===== src/idt_pkg.sv =====
// Contract
// - Every program memory location is taken as one 24-bit instruction word.
// - A single word splits into an 8-bit opcode that picks the type and operand fields.
// - Three opcodes span two words, and both are joined into one 48-bit encoding.
// - A word whose top eight bits are zero, met on its own, runs as a no-operation.
// - Plain words take one cycle, and a true condition or a program counter change adds one.
// - Always-branch, indirect call and jump, table access and returns take two or three cycles.
// - A performed skip takes two cycles over a one-word instruction and three over a two-word one.
// - Every two-word instruction takes exactly two cycles.
// - Working register word or byte forms carry a base, a moded source and a moded destination.
// - File register forms carry a file address and a destination of that file or register zero.
// - Bit forms name a register or file and take the bit from a literal or from a base register.
// - Literal arithmetic uses base and literal, with a destination only when it differs.
// - Multiply-accumulate forms name an accumulator, a multiplier pair, prefetches and write-back.
// - Other DSP forms name an accumulator, a moded operand and a register or literal shift.
// - Control forms carry a program address and, for table access, a mode field.
package idt_pkg;
	localparam int WORD_W  = 24;
	localparam int OPC_W   = 8;
	localparam int OPND_W  = 16;
	localparam int OPC_MSB = 23;
	localparam int OPC_LSB = 16;
	localparam int OPND_MSB = 15;
	localparam int CLS_MSB = 7;
	localparam int CLS_LSB = 5;

	typedef logic [OPC_W-1:0] idt_opc_t;
	typedef logic [WORD_W-1:0] idt_word_t;

	// Control opcodes; all live in the all-zero class
	localparam idt_opc_t OPC_NOP          = 8'h00;
	localparam idt_opc_t OPC_BRANCH_ALWAYS = 8'h01;
	localparam idt_opc_t OPC_BRANCH_COND  = 8'h02;
	localparam idt_opc_t OPC_CALL_IND     = 8'h03;
	localparam idt_opc_t OPC_GOTO_IND     = 8'h04;
	localparam idt_opc_t OPC_TABLE_RD     = 8'h05;
	localparam idt_opc_t OPC_TABLE_WR     = 8'h06;
	localparam idt_opc_t OPC_RETURN       = 8'h07;
	localparam idt_opc_t OPC_INT_RETURN   = 8'h08;
	localparam idt_opc_t OPC_SKIP         = 8'h09;
	localparam idt_opc_t OPC_CALL_FAR     = 8'h0A;
	localparam idt_opc_t OPC_GOTO_FAR     = 8'h0B;
	localparam idt_opc_t OPC_MOVE_DOUBLE  = 8'h0C;

	localparam logic [1:0] CYC_ONE   = 2'h1;
	localparam logic [1:0] CYC_TWO   = 2'h2;
	localparam logic [1:0] CYC_THREE = 2'h3;
	localparam logic [3:0] WORK_REGISTER_ZERO_ZERO = 4'h0;

	typedef enum logic [2:0] {
		CLS_CTRL = 3'b000, CLS_WORD_W = 3'b001, CLS_WORD_F = 3'b010, CLS_BIT = 3'b011,
		CLS_LIT  = 3'b100, CLS_MAC    = 3'b101, CLS_DSP    = 3'b110, CLS_MOVE = 3'b111
	} idt_class_e;

	typedef enum logic [1:0] {
		MOD_DIRECT = 2'b00, MOD_INDIRECT = 2'b01, MOD_POST_INC = 2'b10, MOD_PRE_DEC = 2'b11
	} idt_mod_e;

	typedef struct packed {
		logic [3:0] base; idt_mod_e dst_mode; logic [3:0] dst; idt_mod_e src_mode; logic [3:0] src;
	} idt_word_w_s;
	typedef struct packed {
		logic byte_mode; logic dest_is_work_register_zero; logic spare; logic [12:0] file_addr;
	} idt_word_f_s;
	typedef struct packed {
		logic bit_from_reg; logic use_file; logic [3:0] bit_sel; idt_mod_e src_mode;
		logic [3:0] src; logic [3:0] spare;
	} idt_bit_s;
	typedef struct packed {
		logic has_dest; logic [3:0] base; logic [4:0] literal; logic [3:0] dst; logic [1:0] spare;
	} idt_lit_s;
	typedef struct packed {
		logic acc_b; logic [2:0] mul_pair; logic [2:0] x_pref; logic [2:0] y_pref;
		logic [1:0] x_dst; logic [1:0] y_dst; logic [1:0] writeback;
	} idt_mac_s;
	typedef struct packed {
		logic acc_b; logic shift_from_reg; logic [5:0] shift; idt_mod_e mode;
		logic [3:0] reg_sel; logic [1:0] spare;
	} idt_dsp_s;
	typedef struct packed {
		logic [1:0] table_mode; logic [13:0] prog_addr;
	} idt_ctrl_s;

	typedef union packed {
		idt_word_w_s ww; idt_word_f_s wf; idt_bit_s bt; idt_lit_s lt;
		idt_mac_s mc; idt_dsp_s dp; idt_ctrl_s ct; logic [OPND_W-1:0] raw;
	} idt_opnd_u;

	// Resolved operand routing shared by all classes
	typedef struct packed {
		logic       dst_is_work_register_zero;
		logic [3:0] dst_reg;
		logic       bit_from_reg;
		logic       acc_b;
		logic       shift_from_reg;
		logic [1:0] table_mode;
		logic [13:0] prog_addr;
	} idt_route_s;

	typedef struct packed {
		logic       valid;
		logic       nop;
		logic       double_word;
		idt_class_e cls;
		idt_opc_t   opc;
		idt_opnd_u  opnd;
		idt_route_s route;
		idt_word_t  ext;
	} idt_exec_s;
endpackage : idt_pkg


===== src/idt_field_split.sv =====
`timescale 1ns/1ps
module idt_field_split (
	input  wire idt_pkg::idt_word_t  word,
	output idt_pkg::idt_opc_t        opc,
	output idt_pkg::idt_class_e      cls,
	output idt_pkg::idt_opnd_u       opnd,
	output idt_pkg::idt_route_s      route,
	output logic                     is_double,
	output logic                     is_nop
);
	import idt_pkg::*;

	assign opc  = word[OPC_MSB:OPC_LSB];
	assign cls  = idt_class_e'(word[OPC_LSB+CLS_LSB +: $bits(idt_class_e)]);
	assign opnd = idt_opnd_u'(word[OPND_MSB:0]);
	assign is_nop    = (opc == OPC_NOP);
	assign is_double = (opc == OPC_CALL_FAR) || (opc == OPC_GOTO_FAR) || (opc == OPC_MOVE_DOUBLE);

	always_comb begin
		route = '0;
		unique case (cls)
			CLS_WORD_W: begin
				route.dst_reg = opnd.ww.dst;
			end
			CLS_WORD_F: begin
				route.dst_is_work_register_zero = opnd.wf.dest_is_work_register_zero;
				route.dst_reg     = WORK_REGISTER_ZERO_ZERO;
			end
			CLS_BIT: begin
				route.bit_from_reg = opnd.bt.bit_from_reg;
				route.dst_reg      = opnd.bt.src;
			end
			CLS_LIT, CLS_MOVE: begin
				// Result falls back on the base when no destination is coded
				route.dst_reg = opnd.lt.has_dest ? opnd.lt.dst : opnd.lt.base;
			end
			CLS_MAC: begin
				route.acc_b = opnd.mc.acc_b;
			end
			CLS_DSP: begin
				route.acc_b          = opnd.dp.acc_b;
				route.shift_from_reg = opnd.dp.shift_from_reg;
				route.dst_reg        = opnd.dp.reg_sel;
			end
			CLS_CTRL: begin
				route.prog_addr  = opnd.ct.prog_addr;
				route.table_mode = (opc == OPC_TABLE_RD || opc == OPC_TABLE_WR) ?
					opnd.ct.table_mode : 2'h0;
			end
		endcase
	end
endmodule : idt_field_split


===== src/idt_decoder.sv =====
`timescale 1ns/1ps
module idt_decoder #(
	parameter logic [1:0] CYC_BRANCH   = idt_pkg::CYC_TWO,
	parameter logic [1:0] CYC_INDIRECT = idt_pkg::CYC_TWO,
	parameter logic [1:0] CYC_TABLE    = idt_pkg::CYC_TWO,
	parameter logic [1:0] CYC_RETURN   = idt_pkg::CYC_THREE
) (
	input  wire logic               mclk,
	input  wire logic               reset,
	input  wire logic               fetch_valid,
	input  wire idt_pkg::idt_word_t fetch_word,
	input  wire logic               cond_true,
	output logic                    fetch_ready,
	output idt_pkg::idt_exec_s      exec
);
	import idt_pkg::*;

	typedef enum logic [1:0] {
		ST_RUN    = 2'b00,
		ST_SECOND = 2'b01,
		ST_STALL  = 2'b10
	} idt_state_e;

	idt_state_e state;
	idt_state_e next_state;
	idt_word_t  held;
	idt_word_t  next_held;
	logic [1:0] stall;
	logic [1:0] next_stall;
	logic       flush;
	logic       next_flush;
	idt_exec_s  next_exec;
	logic [1:0] cyc;

	idt_opc_t   d_opc;
	idt_class_e d_cls;
	idt_opnd_u  d_opnd;
	idt_route_s d_route;
	logic       d_double;
	logic       d_nop;
	logic       take;

	idt_field_split u_split (
		.word      (fetch_word),
		.opc       (d_opc),
		.cls       (d_cls),
		.opnd      (d_opnd),
		.route     (d_route),
		.is_double (d_double),
		.is_nop    (d_nop)
	);

	// Fetch is held off while filler cycles run
	assign fetch_ready = (state != ST_STALL);
	assign take        = fetch_valid && fetch_ready;

	always_comb begin
		unique case (d_opc)
			OPC_BRANCH_ALWAYS:             cyc = CYC_BRANCH;
			OPC_CALL_IND, OPC_GOTO_IND:    cyc = CYC_INDIRECT;
			OPC_TABLE_RD, OPC_TABLE_WR:    cyc = CYC_TABLE;
			OPC_RETURN, OPC_INT_RETURN:    cyc = CYC_RETURN;
			OPC_BRANCH_COND:               cyc = cond_true ? CYC_TWO : CYC_ONE;
			default:                       cyc = CYC_ONE;
		endcase
	end

	always_comb begin
		next_state = state;
		next_held  = held;
		next_stall = stall;
		next_flush = flush;
		next_exec  = '0;
		unique case (state)
			ST_RUN: begin
				if (take && flush) begin
					// Skipped word; a skipped opener drags its second word along
					next_exec.nop = 1'b1;
					next_flush    = d_double;
				end else if (take && d_double) begin
					next_held  = fetch_word;
					next_state = ST_SECOND;
				end else if (take && d_nop) begin
					next_exec.nop = 1'b1;
				end else if (take) begin
					next_exec.valid = 1'b1;
					next_exec.cls   = d_cls;
					next_exec.opc   = d_opc;
					next_exec.opnd  = d_opnd;
					next_exec.route = d_route;
					if (cyc != CYC_ONE) begin
						next_stall = cyc - CYC_ONE;
						next_state = ST_STALL;
					end
					next_flush = (d_opc == OPC_SKIP) && cond_true;
				end
			end
			ST_SECOND: begin
				// Opener cycle plus this one make the two cycles
				if (take) begin
					next_exec.valid       = 1'b1;
					next_exec.double_word = 1'b1;
					next_exec.cls         = idt_class_e'(held[OPC_LSB+CLS_LSB +: 3]);
					next_exec.opc         = held[OPC_MSB:OPC_LSB];
					next_exec.opnd        = idt_opnd_u'(held[OPND_MSB:0]);
					next_exec.route.prog_addr = next_exec.opnd.ct.prog_addr;
					next_exec.ext         = fetch_word;
					next_state            = ST_RUN;
				end
			end
			ST_STALL: begin
				next_exec.nop = 1'b1;
				next_stall    = stall - CYC_ONE;
				if (stall == CYC_ONE) begin
					next_state = ST_RUN;
				end
			end
			default: begin
				next_state = ST_RUN;
			end
		endcase
	end

	always_ff @(posedge mclk) begin
		if (reset) begin
			state <= ST_RUN;
			held  <= '0;
			stall <= '0;
			flush <= 1'b0;
			exec  <= '0;
		end else begin
			state <= next_state;
			held  <= next_held;
			stall <= next_stall;
			flush <= next_flush;
			exec  <= next_exec;
		end
	end
endmodule : idt_decoder


===== config.mk =====
export PLATFORM = sky130hd
export DESIGN_NAME = idt_decoder
export DESIGN_NICKNAME = d
export VERILOG_FILES = /design/src/idt_pkg.sv /design/src/idt_field_split.sv /design/src/idt_decoder.sv
export SDC_FILE = /design/constraint.sdc
export NUM_CORES = 1
export LEC_CHECK = 0
export ABC_AREA = 1
export BUFFER_PORTS_ARGS = -buffer_cell sky130_fd_sc_hd__buf_2
export CAP_MARGIN = 20
export CORE_MARGIN = 8
export CORE_UTILIZATION = 25
export CTS_CLUSTER_DIAMETER = 100
export DETAILED_ROUTE_END_ITERATION = 7
export HOLD_SLACK_MARGIN = 0.1
export PLACE_DENSITY = 0.45
export SYNTH_ARGS = -nofsm -noshare
export SYNTH_HDL_FRONTEND = slang
export SYNTH_HIERARCHICAL = 1
export SYNTH_SLANG_ARGS = --single-unit

===== constraint.sdc =====
create_clock -name mclk -period 1.5 [get_ports mclk]
set_input_delay 0.075 -clock mclk [delete_from_list [all_inputs] [get_ports mclk]]
set_output_delay 0.075 -clock mclk [all_outputs]
set_load 0.02 [all_outputs]

==> results.py <==
metrics = {
    "outcome": {
        "status": "finished, final reports clean",
    },
    "yosys": {
        "yosys.area_share.xor_xnor": 0,
        "syn-cell-area_um2": 4520,
        "synth-compound-area-share": 0.0916,
        "synthMuxAreaShare": 0,
        "syn_nets": 628,
        "yosysWarningCount": 6,
        "async_flop_share": 0,
        "ys_seq_area_frac": 0.474,
        "yosys_most_used_dff": "dfxtp_1",
        "syn_area_per_cell_um2": 7.56,
        "ys_ff_latch": 107,
        "synth_edf_count": 0,
        "synth_top_family_by_area": "simple AND/OR/NAND/NOR gates",
        "yosysUniqueCellTypes": 32,
        "netlist_instances": 598,
        "synth_fa_ha_area_frac": 0.00554,
        "synthSimpleGateAreaFrac": 0.273,
    },
    "setup_path": {
        "cp-end-kind": "register",
        "path_class": "register to register",
        "cp-start-kind": "register",
        "cp_slowest_cell": "dfxtp_2",
        "cp.arrival_ps": 1640,
        "crit_fanout": 23,
        "crit_chain": "nor2_4 > nand4_4 > nor2_8 > buf_12 > nand2_1 > a21oi_1",
        "crit_required_ps": 1770,
        "cp_slowest_stage_delay_ps": 370,
    },
    "route": {
        "vias": 3818,
        "top_layer": "met4",
        "wl_met3_um": 800,
        "wl_met1_mm": 6.02,
        "drcViolationCount": 0,
        "drt-initial-drc-count": 195,
        "wl_per_cell_um": 13.4,
        "wl_mm": 12.9,
        "wl_met2_mm": 5.88,
        "first_pass_iters": 4,
        "via_per_inst": 3.96,
        "ant_nets": 0,
    },
    "floorplanning": {
        "die_y_um": 150,
        "pin_count": 107,
        "start_util": 0.253,
        "num_rows": 49,
        "dieArea_um2": 22600,
        "core_area_um2": 17800,
        "die_w_um": 150,
    },
    "final_layout": {
        "drive_above_1_share": 0.270,
        "num-fill-cells": 1961,
        "final_cell_mix": "nand2_1 (117), nor2_1 (106), buf_2 (106)",
        "insertedDiodeCount": 0,
        "area_growth_pct": 30.2,
        "layout.nets": 759,
        "final_util": 0.330,
        "stdcell_count": 963,
        "layout_commonest_cell": "nand2_1",
    },
    "placement": {
        "dpl.cell_count": 922,
        "numPortBuffers": 106,
        "dp_slack_ps": -99.4,
        "dp_hpwl_mm": 9.54,
        "globalplace.congestion": 0.754,
    },
    "timing": {
        "post-route-period-util": 0.913,
        "slew-limit-headroom": 0.796,
        "slew_violations": 0,
        "holdWs_ps": 121,
        "finalWorstSetupSlack_ps": 131,
        "setup_viol": 0,
        "rsz0062_at_grt": "no",
        "finalHoldViolCount": 0,
        "period_minus_slack_ps": 1370,
        "worst_pin_slew_ps": 307,
        "fmax_ghz": 0.730,
        "finClkSkew_ps": 10.8,
    },
    "run": {
        "cap_violations": 0,
    },
    "global_routing": {
        "grt_pass1_wl_mm": 20.4,
        "grt_pass1_vias": 3775,
        "grt.total_usage": 0.118,
        "grt_overflow": 0,
        "grt_max_degree": 24,
        "antenna_found_initial": 0,
    },
    "power": {
        "power_density_nw_per_um2": 1010,
        "power_mw": 5.97,
        "p_leak_nw": 2.85,
        "vdd_drop_max_mv": 0.532,
    },
    "clocking": {
        "cts_sinks": 107,
        "htreeDepth": 3,
        "cts.clk_slew.worst_paths_ps": 80,
        "cts_tree": "done",
        "numCtsBuffers": 9,
        "clock_latency_ps": 350,
        "ctsRootBufferMaster": "clkbuf_16",
        "cts_max_path_buffers": 2,
    },
    "hold_path": {
        "min_path_type": "input pin to register",
    },
}
[registers in the layout (all words and copies together) (netlist names)]
register	flops
exec	78
flush	1
held	24
stall	2
state	2
[logic make-up after synthesis]
family          after synthesis
compound gates               82
simple gates                274
flops                       107
fa+ha+maj                     2
buf+inv                     133
[cell type report]
class	instances	area (um^2)	share of cell area
tap	229	287	0.0487
timing repair buffer	172	1170	0.199
clock buffer	10	229	0.0389
clock inverter	6	56.3	0.00957
sequential	107	2150	0.365
inverter	81	317	0.0538
multi-input combinational	358	1680	0.285
[worst paths after layout]
path         slack, ps  endpoint         from  cells after the start
min                120  exec[75]  fetch_valid                      3
max                130  exec[29]     state[1]                      6
max reg2reg        130  exec[29]     state[1]                      6
min reg2reg        470  exec[66]     held[18]                      2
[repair_timing]
action                                 CTS  global route
gates resized for setup                  0             8
hold buffers                            24             0
setup buffers                            0             1
endpoints found under the hold margin   61             0
setup endpoints to repair                0            27
[per-layer routing]
metal / up-vias / GRT usage
met2: 73 / 0.187
met1: 1664 / 0.147
li1: 2067 / -
met5: - / 0
met4: 0 / 0.0480
met3: 14 / 0.0334
[through the flow]
step	instance area [um^2]	setup TNS [ps]
after floorplan	4530	0
after global placement	5340	-341
after detailed placement	5340	-472
after CTS	5860	0
after global routing	5880	0
final	5880	0
[power by group]
| group | switching, mW | internal (mW) | total, mW | leakage [nW] |
|---|---|---|---|---|
| Clock | 1.16 | 1.16 | 2.32 | 0.137 |
| Sequential | 0.0245 | 2.90 | 2.92 | 0.868 |
| Combinational | 0.443 | 0.283 | 0.726 | 1.85 |
[critical path: cells and delay by family, from the launching register on]
kind / cells / cell delay, ps
compound gates: 1 / 180
buf+inv: 1 / 170
flops: 1 / 370
simple gates: 4 / 560
[cell usage after synthesis (all sizes together), types with 2 or more instances]
cell	count	area share
nor2	123	0.12
nand2	122	0.11
dfxtp	107	0.47
inv	80	0.069
a21oi	50	0.055
buf	44	0.079
o21ai	30	0.033
nand4	11	0.022
nand3	10	0.015
clkbuf	8	0.0075
nor3	6	0.0066
ha	2	0.0055
Note: power is estimated with default switching activity, not from simulation.
